--- src/hw/crs_pkg.sv ---
// package: constants for the configuration reset sequencer
`default_nettype none
package crs_pkg;
  // reset delay figures, in microseconds, and the clock, in MHz
  localparam int unsigned FAST_POR_US       = 4000;
  localparam int unsigned STD_POR_US        = 100000;
  localparam int unsigned CLK_MHZ           = 40;
  // least times round up; product stays well below 2**31
  localparam int unsigned FAST_POR_CYCLES   = FAST_POR_US * CLK_MHZ;
  localparam int unsigned STD_POR_CYCLES    = STD_POR_US * CLK_MHZ;
  localparam int unsigned POR_CNT_W         = 23;
  localparam int unsigned SCHEME_W          = 4;
  // straps read once both synchroniser stages hold the pin level
  localparam int unsigned STRAP_CYCLE       = 2;
  // scheme codes that select the standard delay
  localparam logic [3:0]  SCHEME_STD_A      = 4'ha;
  localparam logic [3:0]  SCHEME_STD_B      = 4'hb;
  // axi responses
  localparam logic [1:0]  RESP_OKAY         = 2'h0;
  localparam logic [1:0]  RESP_SLVERR       = 2'h2;
  // register byte offsets
  localparam logic [3:0]  CTRL_OFS          = 4'h0;
  localparam logic [3:0]  STATUS_OFS        = 4'h4;
  // control bits
  localparam int unsigned CTRL_SOFT_REQ_BIT = 0;
  localparam int unsigned CTRL_LOADED_BIT   = 1;
  localparam logic [1:0]  CTRL_RESET        = 2'h0;
  typedef enum logic [1:0] {
    CRS_POR   = 2'b00,
    CRS_HOLD  = 2'b01,
    CRS_READY = 2'b11
  } crs_state_e;
endpackage
`default_nettype wire

--- src/hw/crs_sequencer.sv ---
// module: power-on and pre-configuration reset sequencer with axi4-lite status
// Summary of operation
// - during power-on reset hold status low, clear config memory, tri-state user io
// - after power-on reset keep user io tri-stated through pre-configuration and configuration
// - while the request input is low, stay in reset, accept no configuration
// - release status on leaving reset only when request is high
// - once status released, device is ready to accept configuration data; here cfg_ready stays low while the ctrl soft request bit is set
// - pull select low: weak pull-ups on after power-on reset, before and during load
// - pull select high: weak pull-ups stay disabled
// - power-on delay length chosen from the sampled scheme select pins
// - delay select high gives fast delay unless scheme code is 0xa or 0xb; low gives standard delay
// - request low pulse pulls status and load-complete low, tri-states io; restart after
//
// Decided for this implementation: the address map and the AXI4-Lite slave port.
`default_nettype none
module crs_sequencer
  import crs_pkg::*;
#(
  parameter int unsigned FAST_CYCLES = crs_pkg::FAST_POR_CYCLES,
  parameter int unsigned STD_CYCLES  = crs_pkg::STD_POR_CYCLES
)(
  input  wire logic                          aclk,                // 40 MHz clock
  input  wire logic                          aresetn,             // sync reset, power-on
  input  wire logic                          reconfig_request_n,  // pin, request low = reset
  input  wire logic                          io_weak_pull_sel_n,  // pin, low enables pull-ups
  input  wire logic                          reset_delay_select,  // pin, high = fast delay unless scheme 0xa/0xb
  input  wire logic [crs_pkg::SCHEME_W-1:0]  scheme_select_pins,  // pin, scheme straps
  input  wire logic                          cfg_state_flag_n_in, // status wire level
  output logic                               cfg_state_flag_n_out,// status drive value (0)
  output logic                               cfg_state_flag_n_oe, // high while pulling low
  output logic                               load_complete_flag,  // load-complete, low in reset
  output logic                               cfg_mem_clear,       // clear config memory
  output logic                               user_io_hiz,         // tri-state user io
  output logic                               io_weak_pull_en,     // weak pull-ups on
  output logic                               cfg_ready,           // accept config data
  input  wire logic [3:0]                    s_axi_awaddr,        // write address
  input  wire logic                          s_axi_awvalid,       // write address valid
  output logic                               s_axi_awready,       // write address ready
  input  wire logic [31:0]                   s_axi_wdata,         // write data
  input  wire logic [3:0]                    s_axi_wstrb,         // write strobes
  input  wire logic                          s_axi_wvalid,        // write data valid
  output logic                               s_axi_wready,        // write data ready
  output logic [1:0]                         s_axi_bresp,         // write response
  output logic                               s_axi_bvalid,        // write response valid
  input  wire logic                          s_axi_bready,        // write response ready
  input  wire logic [3:0]                    s_axi_araddr,        // read address
  input  wire logic                          s_axi_arvalid,       // read address valid
  output logic                               s_axi_arready,       // read address ready
  output logic [31:0]                        s_axi_rdata,         // read data
  output logic [1:0]                         s_axi_rresp,         // read response
  output logic                               s_axi_rvalid,        // read data valid
  input  wire logic                          s_axi_rready         // read data ready
);
  import crs_pkg::*;

  logic [1:0]           req_sync;
  logic [1:0]           pull_sync;
  logic [1:0]           dsel_sync;
  logic [1:0]           flag_sync;
  logic [7:0]           scheme_sync0;
  logic [3:0]           scheme_sync1;
  logic                 use_fast;
  logic                 next_use_fast;
  logic                 strap_taken;
  logic                 next_strap_taken;
  logic [POR_CNT_W-1:0] por_cnt;
  logic [POR_CNT_W-1:0] next_por_cnt;
  crs_state_e           state;
  crs_state_e           next_state;
  logic [1:0]           ctrl;
  logic [1:0]           next_ctrl;
  logic                 req_ok;
  logic                 aw_held;
  logic                 w_held;
  logic [3:0]           aw_addr;
  logic [31:0]          w_data;
  logic [3:0]           w_strb;
  logic                 next_aw_held;
  logic                 next_w_held;
  logic [3:0]           next_aw_addr;
  logic [31:0]          next_w_data;
  logic [3:0]           next_w_strb;
  logic                 next_bvalid;
  logic [1:0]           next_bresp;
  logic                 next_rvalid;
  logic [1:0]           next_rresp;
  logic [31:0]          next_rdata;
  logic [POR_CNT_W-1:0] delay_target;

  // first stage feeds only the second stage
  always_ff @(posedge aclk)
  begin
    if (!aresetn)
    begin
      req_sync     <= 2'h0;
      pull_sync    <= 2'h3;
      dsel_sync    <= 2'h0;
      flag_sync    <= 2'h0;
      scheme_sync0 <= 8'h00;
    end
    else
    begin
      req_sync     <= {req_sync[0], reconfig_request_n};
      pull_sync    <= {pull_sync[0], io_weak_pull_sel_n};
      dsel_sync    <= {dsel_sync[0], reset_delay_select};
      flag_sync    <= {flag_sync[0], cfg_state_flag_n_in};
      scheme_sync0 <= {scheme_sync0[3:0], scheme_select_pins};
    end
  end
  assign scheme_sync1 = scheme_sync0[7:4];

  // straps caught once, two cycles after reset release
  always_comb
  begin
    next_use_fast    = use_fast;
    next_strap_taken = strap_taken;
    if (!strap_taken && state == CRS_POR && por_cnt == POR_CNT_W'(STRAP_CYCLE))
    begin
      next_strap_taken = 1'b1;
      // standard scheme codes or delay select low give the long delay
      next_use_fast    = dsel_sync[1] && scheme_sync1 != SCHEME_STD_A && scheme_sync1 != SCHEME_STD_B;
    end
  end
  assign delay_target = use_fast ? POR_CNT_W'(FAST_CYCLES) : POR_CNT_W'(STD_CYCLES);
  assign req_ok       = req_sync[1];

  always_comb
  begin
    next_state   = state;
    next_por_cnt = por_cnt;
    unique case (state)
      CRS_POR:
      begin
        // count from reset; compare only once the straps are in
        next_por_cnt = por_cnt + POR_CNT_W'(1);
        if (strap_taken && por_cnt >= delay_target)
        begin
          next_state = CRS_HOLD;
        end
      end
      CRS_HOLD:
      begin
        if (req_ok)
        begin
          next_state = CRS_READY;
        end
      end
      CRS_READY:
      begin
        if (!req_ok)
        begin
          next_state = CRS_HOLD;
        end
      end
      default:
      begin
        next_state = CRS_POR;
      end
    endcase
  end

  always_ff @(posedge aclk)
  begin
    if (!aresetn)
    begin
      state       <= CRS_POR;
      por_cnt     <= '0;
      use_fast    <= 1'b0;
      strap_taken <= 1'b0;
    end
    else
    begin
      state       <= next_state;
      por_cnt     <= next_por_cnt;
      use_fast    <= next_use_fast;
      strap_taken <= next_strap_taken;
    end
  end

  // status is open drain: we only ever pull low
  assign cfg_state_flag_n_out = 1'b0;
  assign cfg_state_flag_n_oe  = (state != CRS_READY);
  assign cfg_mem_clear        = (state == CRS_POR);
  assign user_io_hiz          = !ctrl[CTRL_LOADED_BIT] || state != CRS_READY;
  // readiness waits, two flops late, for the pulled-up status wire
  assign cfg_ready            = (state == CRS_READY) && flag_sync[1] && !ctrl[CTRL_SOFT_REQ_BIT];
  assign load_complete_flag   = (state == CRS_READY) && ctrl[CTRL_LOADED_BIT];
  assign io_weak_pull_en      = (state != CRS_POR) && !pull_sync[1] && !load_complete_flag;

  // axi4-lite slave, one write and one read at a time
  assign s_axi_awready = !aw_held && !s_axi_bvalid;
  assign s_axi_wready  = !w_held && !s_axi_bvalid;
  assign s_axi_arready = !s_axi_rvalid;

  always_comb
  begin
    next_aw_held = aw_held;
    next_w_held  = w_held;
    next_aw_addr = aw_addr;
    next_w_data  = w_data;
    next_w_strb  = w_strb;
    next_bvalid  = s_axi_bvalid;
    next_bresp   = s_axi_bresp;
    next_ctrl    = ctrl;
    if (s_axi_awvalid && s_axi_awready)
    begin
      next_aw_held = 1'b1;
      next_aw_addr = s_axi_awaddr;
    end
    if (s_axi_wvalid && s_axi_wready)
    begin
      next_w_held = 1'b1;
      next_w_data = s_axi_wdata;
      next_w_strb = s_axi_wstrb;
    end
    if (aw_held && w_held)
    begin
      next_aw_held = 1'b0;
      next_w_held  = 1'b0;
      next_bvalid  = 1'b1;
      next_bresp   = RESP_SLVERR;
      if (aw_addr[3:2] == CTRL_OFS[3:2])
      begin
        next_bresp = RESP_OKAY;
        if (w_strb[0])
        begin
          next_ctrl = w_data[1:0];
        end
      end
      else if (aw_addr[3:2] == STATUS_OFS[3:2])
      begin
        next_bresp = RESP_OKAY;
      end
    end
    else if (s_axi_bvalid && s_axi_bready)
    begin
      next_bvalid = 1'b0;
    end
    // a fresh reset phase forgets any earlier load
    if (state != CRS_READY)
    begin
      next_ctrl[CTRL_LOADED_BIT] = 1'b0;
    end
  end

  always_comb
  begin
    next_rvalid = s_axi_rvalid;
    next_rresp  = s_axi_rresp;
    next_rdata  = s_axi_rdata;
    if (s_axi_arvalid && s_axi_arready)
    begin
      next_rvalid = 1'b1;
      next_rresp  = RESP_OKAY;
      if (s_axi_araddr[3:2] == CTRL_OFS[3:2])
      begin
        next_rdata = {30'h0, ctrl};
      end
      else if (s_axi_araddr[3:2] == STATUS_OFS[3:2])
      begin
        next_rdata = {26'h0, use_fast, io_weak_pull_en, user_io_hiz, cfg_ready, state};
      end
      else
      begin
        next_rdata = 32'h0;
        next_rresp = RESP_SLVERR;
      end
    end
    else if (s_axi_rvalid && s_axi_rready)
    begin
      next_rvalid = 1'b0;
    end
  end

  always_ff @(posedge aclk)
  begin
    if (!aresetn)
    begin
      aw_held      <= 1'b0;
      w_held       <= 1'b0;
      aw_addr      <= 4'h0;
      w_data       <= 32'h0;
      w_strb       <= 4'h0;
      s_axi_bvalid <= 1'b0;
      s_axi_bresp  <= RESP_OKAY;
      s_axi_rvalid <= 1'b0;
      s_axi_rresp  <= RESP_OKAY;
      s_axi_rdata  <= 32'h0;
      ctrl         <= CTRL_RESET;
    end
    else
    begin
      aw_held      <= next_aw_held;
      w_held       <= next_w_held;
      aw_addr      <= next_aw_addr;
      w_data       <= next_w_data;
      w_strb       <= next_w_strb;
      s_axi_bvalid <= next_bvalid;
      s_axi_bresp  <= next_bresp;
      s_axi_rvalid <= next_rvalid;
      s_axi_rresp  <= next_rresp;
      s_axi_rdata  <= next_rdata;
      ctrl         <= next_ctrl;
    end
  end
endmodule
`default_nettype wire

--- config.mk ---
export PLATFORM = sky130hd
export DESIGN_NAME = crs_sequencer
export DESIGN_NICKNAME = d
export VERILOG_FILES = /design/src/hw/crs_pkg.sv /design/src/hw/crs_sequencer.sv
export SDC_FILE = /design/constraint.sdc
export NUM_CORES = 1
export LEC_CHECK = 0
export CORE_ASPECT_RATIO = 1.1
export CORE_UTILIZATION = 62
export CTS_CLUSTER_SIZE = 24
export DETAILED_ROUTE_END_ITERATION = 8
export DONT_BUFFER_PORTS = 1
export GPL_TIMING_DRIVEN = 0
export PLACE_DENSITY = 0.77
export SYNTH_ARGS = -nofsm -noshare
export SYNTH_HDL_FRONTEND = slang
export SYNTH_SLANG_ARGS = --single-unit
--- constraint.sdc ---
create_clock -name aclk -period 2.4 [get_ports aclk]
set_clock_uncertainty 0.1 [all_clocks]
set_input_delay 0.12 -clock aclk [delete_from_list [all_inputs] [get_ports aclk]]
set_output_delay 0.12 -clock aclk [all_outputs]
set_load 0.02 [all_outputs]
# After elaboration in Yosys (flattened, before gate mapping)
# Index checks and enable logic that the tools add are counted.
[classes]
add_sub_neg = 1
n_lt_le_gt_ge = 1
n_bitwise = 1
reduce_logical = 38
muxes = 15
eq_ne = 11
[ops]
columns = ["cell", "count"]
rows = [
  ["$add A23 B1 Y23 const B", 1],
  ["$eq A23 B2 Y1 const B", 1],
  ["$ge A23 B22 Y1", 1],
  ["$mux W22", 1],
  ["$logic_and A1 B1 Y1", 18],
  ["$mux W2", 7],
  ["$mux W6", 2],
  ["$logic_not A1 Y1", 9],
  ["$ne A4 B4 Y1 const B", 2],
  ["$eq A2 B1 Y1 const B", 3],
  ["$logic_not A2 Y1", 3],
  ["$ne A2 B2 Y1 const B", 3],
  ["$pmux W2 S3", 1],
  ["$reduce_and A3 Y1", 2],
  ["$reduce_bool A2 Y1", 3],
  ["$mux W1", 4],
  ["$reduce_or A2 Y1", 2],
  ["$eq A2 B2 Y1 const B", 1],
  ["$ne A2 B1 Y1 const B", 1],
  ["$logic_or A1 B1 Y1", 1],
  ["$not A1 Y1", 1],
]
[totals]
regBits = 92
in_bits = 59
word_cells = 88
out_inout_bits = 48

# Depth between registers and ports, before layout
[logic_depth]
depth_word = 6
ltp_mapped = 6
ltp_nobuf = 6

# Least setup slack after synthesis
# No wires, ideal clock.
[synth_timing]
kind = "register to register"
startpoint = "reg state[0]"
endpoint = "reg use_fast"
setup_time_ps = 115
arrival_time_ps = 1681
path_stages_with_launch = 6
t_required_ps = 2185
period_less_slack_ps = 1895
n_path_buf = 1
setup_slack_ps = 505
path_cell_list = "dfxtp_1 -> buf_6 -> nor2_1 -> nand4_1 -> o31a_1 -> o21a_1"
[synth_via]
elab_chain_cells = 3
[synth_lines]
columns = ["element", "line", "text"]
rows = [
  ["start: declaration", "crs_sequencer.sv:68", "crs_state_e state;"],
  ["start signal: assignment", "crs_sequencer.sv:173", "state <= next_state;"],
  ["$logic_not A2 Y1", "n/a", ""],
  ["named net cfg_mem_clear", "crs_sequencer.sv:32", "output logic cfg_mem_clear,"],
  ["$logic_and A1 B1 Y1 (2 in series)", "crs_sequencer.sv:117", "if (!strap_taken && state == CRS_POR && por_cnt == POR_CNT_W'(STRAP_CYCLE))"],
  ["end signal: assignment", "crs_sequencer.sv:175", "use_fast <= next_use_fast;"],
  ["end: declaration", "crs_sequencer.sv:62", "logic use_fast;"],
]
# The timed path passes the listed nets, and every way through them passes these cells.
# A chain may end at the register's enable or synchronous reset.

# Final worst setup path
[layout_timing]
startpoint = "reg use_fast"
endpoint = "reg state[0]"
[layout_via]
elab_chain_cells = 5
[layout_lines]
columns = ["element", "line", "text"]
rows = [
  ["$mux W22", "crs_sequencer.sv:124", "assign delay_target = use_fast ? POR_CNT_W'(FAST_CYCLES) : POR_CNT_W'(STD_CYCLES);"],
  ["$ge A23 B22 Y1", "crs_sequencer.sv:136", "if (strap_taken && por_cnt >= delay_target)"],
  ["$logic_and A1 B1 Y1", "crs_sequencer.sv:136", ""],
  ["$ne A2 B1 Y1 (no line)", "n/a", ""],
  ["$reduce_and A3 Y1 (no line)", "n/a", ""],
]
# Every way passes these cells.

==> results.md <==
Clock tree:
- In this run the number of H-tree levels came out at 3.
- TritonCTS created 9 clock buffers.
- TritonCTS built the clock tree.
- The clock tree root buffer cell is sky130_fd_sc_hd__clkbuf_8.
- The later pin in the worst-skew pair is clocked with a latency of 0.34 ns.
- Clock tree synthesis found a total of 60 sinks.
- The clock edge transition at the registers on the reported setup and hold paths is 0.07 ns.
- The buffer depth of the longest clock path is 2.

Detailed routing:
- The met2 layer wire length in the routed design is 3.05 mm.
- The final wirelength is 6.02 mm.
- The average detailed-routed wire length per instance is 13.9 microns.
- Before antenna repair, the detailed router went through 4 iterations.
- The met1 wire length is 2.60 mm.
- The total via count in the routed design is 2,362.
- The top routing layer in use is met4.
- The met3 routed wirelength is 306 microns.
- The total DRC errors in the routed layout is 0.
- The via count normalized by instance count is 5.45.
- The DRC violation total after the first TritonRoute iteration is 85.
- The remaining antenna violation count is 0.

Power:
- Sequential cells account for 48.4% of the total power.
- In this run the static leakage power is 1.48 nW.
- The reported net switching power is 0.568 mW.
- Power comes to 2.17 mW.
- IR analysis of the VDD net gives a maximum drop of 0.000488 V.
- The clock network is responsible for 42.3% of the overall power.
- The power density relative to cell area is 633 mW/mm^2.
- The share of power burned in combinational logic is 9.3%.
- Net switching is 26.2% of the power.
- The internal power of the cells is 1.60 mW.

Setup path:
- The critical path crosses 6 cells after its start point.
- The worst register-to-register path begins at use_fast.
- The worst register-to-register path has a depth of 6.
- The stage delay of the slowest cell on the critical path is 0.55 ns.
- Data on the critical path arrives at its endpoint at 2.18 ns.
- The slowest library cell on the worst path is sky130_fd_sc_hd__dfxtp_1.
- The sort of element at the start of the critical path is a register.
- For flop-to-flop paths, the worst setup slack is 0.33 ns.
- Of all nets on the critical path, the largest fanout is 9.
- The endpoint identified for the worst register-to-register timing path is state[0].
- The endpoint class of the critical path is a register.
- By startpoint and endpoint, the worst setup path is classified as reg -> reg.
- The largest delay contributor family on the critical path is compound AO/OA/AOI/OAI gates.
- Together, buffers and inverters on the worst path number 1.
- The critical path goes through inv_1, ha_1, a211o_1, a21o_1, o2111ai_1, a31oi_1.
- STA puts the critical path data required time at 2.51 ns.

Placement:
- After detailed placement, the design holds a cell count of 401.
- The sum of net half-perimeters after detailed placement is 4.09 mm.
- The number of port buffers is 0.
- The final weighted congestion of routability-driven global placement is 0.802.

Timing:
- Derived from the worst setup path, the maximum achievable clock frequency is 0.483 GHz.
- The final-report hold violation count is 0.
- The final total negative setup slack is 0 ns.
- The max-slew violation count is 0.
- The slew at the pin closest to its max-slew limit is 0.766 ns.
- Headroom to the max-slew limit came out at 48.8%.
- The total setup violations reported at the end of the flow is 0.
- The worst path uses 86.3% of the clock period.
- Counting I/O delays and the setup requirement, the final critical path takes 2.07 ns.
- Setup repair after global routing left no endpoint under its margin.

Hold path:
- The depth of the worst hold-timing path is 4.
- The worst min-delay path category is in -> reg.
- The hold path startpoint is s_axi_araddr[2].
- The path with the worst hold slack has its endpoint at s_axi_rdata[1].

Yosys:
- The post-synthesis register bit count is 60.
- The async set-or-reset flop fraction in the synthesized netlist is 0%.
- The count of synthesis-stage warnings from yosys is 0.
- The primary flip-flop cell chosen by synthesis mapping is sky130_fd_sc_hd__dfxtp_1.
- The average instance in the mapped netlist occupies 9.06 sq um.
- In the synthesized netlist, the number of instances is 319.
- The cell area that synthesis handed to floorplanning was 0.00289 sq mm.
- The share of synthesized area occupied by flip-flops and latches is 41.5%.
- The number of flops mapped to enable cells by yosys is 0.
- The distinct cell type count of the synthesized netlist is 43.

Floorplanning:
- The placeable core region is 0.00438 sq mm.
- The number of rows created at floorplan is 25.
- Once the floorplan was initialized, standard cells occupied 66.0% of the core.
- The die covers 0.00494 sq mm.
- The floorplan step set the die width to 67.1 microns.
- In this run the vertical extent of the chip is 73.6 microns.
- In this run the count of I/O pins placed on the die edge is 107.

Layout:
- The number of antenna cells inserted is 0.
- The post-route netlist has 14.0% of its cells at a drive strength greater than 1.
- The finished layout holds 433 standard cells, fillers aside.
- The net count of the finished layout is 446.
- The synthesis-to-finish area growth is 18.5%.

GRT:
- The number of global-route vias before repair is 2,147.
- The first global-routing pass estimated 9.58 mm of wire.
- The initial antenna violation count is 0.
- The leftover overflow at the end of global routing is 0.
- Entering global routing, the biggest net connects 13 pins.
- The aggregate global-route resource usage is 26.4%.

Run status:
- The flow ran to the end, and the final reports show no timing, DRC or antenna violations.

Flow run:
- The count of max-cap constraint violations is 0.
per-stage QoR:
stage	hold slack (ns)	worst slack [ns]	util, %	cell area, sq um
floorplan	0.121	0.505	-	3000
global placement	0.124	0.203	70.0	3060
detailed placement	0.127	0.159	70.0	3060
CTS	0.0182	0.139	78.2	3420
global route	0.0319	0.157	78.2	3430
finish	0.0338	0.329	78.2	3430
cells by family (layout without fill, tap and decap cells):
kind of cell	count (synthesis)	count (layout)	synth area share (%)
and+or+nand+nor	127	127	24.4
DFF	60	60	41.5
buffers and inverters	51	83	10.9
AOI/OAI and AO/OA	42	42	9.13
muxes	16	16	5.54
adders and majority gates	13	13	5.63
xor gates and xnor gates	9	9	2.73
other	1	29	0.130
power by group through the flow:
stage	clock, mW	sequential (mW)	combinational, mW
after floorplan	0	1.07	0.158
after global placement	0	1.07	0.173
after detailed placement	0	1.07	0.176
after CTS	0.926	1.05	0.198
after global routing	0.964	1.05	0.222
final	0.917	1.05	0.202
worst reg2reg max path: stages (launching register included):
cell and delay, ns:
sky130_fd_sc_hd__dfxtp_1 0.55, sky130_fd_sc_hd__inv_1 0.18, sky130_fd_sc_hd__ha_1 0.34, sky130_fd_sc_hd__a211o_1 0.27
sky130_fd_sc_hd__a21o_1 0.18, sky130_fd_sc_hd__o2111ai_1 0.21, sky130_fd_sc_hd__a31oi_1 0.12
worst max path at each step:
stage	start	to	slack, ns
6_report	use_fast	state[0]	0.33
5_1_grt	por_cnt[5]	por_cnt[22]	0.16
4_1_cts	state[0]	use_fast	0.14
3_5_place_dp	state[0]	use_fast	0.16
3_3_place_gp	state[0]	use_fast	0.20
2_1_floorplan	state[0]	use_fast	0.50
layout make-up:
| cell class | instances | area (sq um) |
|---|---|---|
| multi-input cells | 236 | 1480 |
| flip-flops and latches | 60 | 1200 |
| fillers | 319 | 953 |
| plain buffers | 41 | 279 |
| repair buffers | 16 | 160 |
| clock buffers | 9 | 124 |
| clock inverters | 7 | 75.1 |
| well taps | 54 | 67.6 |
| inverters | 10 | 37.5 |
cell usage in the layout, fill, tap and decap left out, types with 2 or more instances in the layout:
cell type,Yosys,layout
sky130_fd_sc_hd__nor3_1,6,6
sky130_fd_sc_hd__dlygate4sd3_1,0,16
sky130_fd_sc_hd__a21oi_1,17,17
sky130_fd_sc_hd__and2_1,16,16
sky130_fd_sc_hd__o31ai_1,5,5
sky130_fd_sc_hd__buf_4,29,29
sky130_fd_sc_hd__o21a_1,2,2
sky130_fd_sc_hd__nor3b_1,2,2
sky130_fd_sc_hd__a22oi_1,5,5
sky130_fd_sc_hd__or4_1,6,6
sky130_fd_sc_hd__nand2_1,17,17
sky130_fd_sc_hd__clkinv_4,0,2
sky130_fd_sc_hd__mux2i_1,16,16
sky130_fd_sc_hd__and4_1,2,2
sky130_fd_sc_hd__nand4_1,7,7
sky130_fd_sc_hd__inv_1,9,9
sky130_fd_sc_hd__nor2_1,27,26
sky130_fd_sc_hd__a21o_1,3,3
sky130_fd_sc_hd__o21ai_0,5,5
sky130_fd_sc_hd__nand3_1,10,10
sky130_fd_sc_hd__or3_1,3,3
sky130_fd_sc_hd__clkinv_2,0,2
sky130_fd_sc_hd__dfxtp_1,60,60
sky130_fd_sc_hd__and3_1,3,3
sky130_fd_sc_hd__inv_6,0,2
sky130_fd_sc_hd__nor4_1,10,10
sky130_fd_sc_hd__xor2_1,8,8
sky130_fd_sc_hd__conb_1,1,29
sky130_fd_sc_hd__nand2b_1,11,11
sky130_fd_sc_hd__ha_1,13,13
sky130_fd_sc_hd__clkbuf_1,9,9
sky130_fd_sc_hd__clkbuf_8,0,9
sky130_fd_sc_hd__buf_6,2,2
synthesized netlist by cell type, types with 3 or more instances:
cell type | n | share of area [%]
sky130_fd_sc_hd__dfxtp_1 | 60 | 42
sky130_fd_sc_hd__buf_4 | 29 | 7.5
sky130_fd_sc_hd__nor2_1 | 27 | 3.5
sky130_fd_sc_hd__a21oi_1 | 17 | 2.9
sky130_fd_sc_hd__nand2_1 | 17 | 2.2
sky130_fd_sc_hd__and2_1 | 16 | 3.5
sky130_fd_sc_hd__mux2i_1 | 16 | 5.5
sky130_fd_sc_hd__ha_1 | 13 | 5.6
sky130_fd_sc_hd__nand2b_1 | 11 | 2.4
sky130_fd_sc_hd__nand3_1 | 10 | 1.7
sky130_fd_sc_hd__nor4_1 | 10 | 2.2
sky130_fd_sc_hd__clkbuf_1 | 9 | 1.2
sky130_fd_sc_hd__inv_1 | 9 | 1.2
sky130_fd_sc_hd__xor2_1 | 8 | 2.4
sky130_fd_sc_hd__nand4_1 | 7 | 1.5
sky130_fd_sc_hd__nor3_1 | 6 | 1.0
sky130_fd_sc_hd__or4_1 | 6 | 1.6
sky130_fd_sc_hd__a22oi_1 | 5 | 1.3
sky130_fd_sc_hd__o21ai_0 | 5 | 0.87
sky130_fd_sc_hd__o31ai_1 | 5 | 1.3
sky130_fd_sc_hd__a21o_1 | 3 | 0.78
sky130_fd_sc_hd__and3_1 | 3 | 0.65
sky130_fd_sc_hd__or3_1 | 3 | 0.65
routing by layer:
layer | vias up | GRT usage [%]
li1 | 1176 | -
met1 | 1111 | 31.2
met2 | 67 | 44.8
met3 | 8 | 7.45
met4 | 0 | 9.69
met5 | - | 0
flip-flops by register name (all words and copies together), names as in the netlist:
register	count
s_axi_bvalid	1
aw_held	1
s_axi_rdata	6
w_data	2
aw_addr	2
por_cnt	23
strap_taken	1
s_axi_rresp	1
dsel_sync	2
use_fast	1
w_strb	1
pull_sync	2
req_sync	2
s_axi_bresp	1
w_held	1
flag_sync	2
s_axi_rvalid	1
state	2
ctrl	2
scheme_sync0	6
what timing repair did:
action	in CTS	in global routing
hold buffers	16	0
resized for setup	0	1
endpoints found under the hold margin	30	0
endpoints found under the setup margin	0	1
setup buffers	0	0
Power figures use the tool's default switching activity.
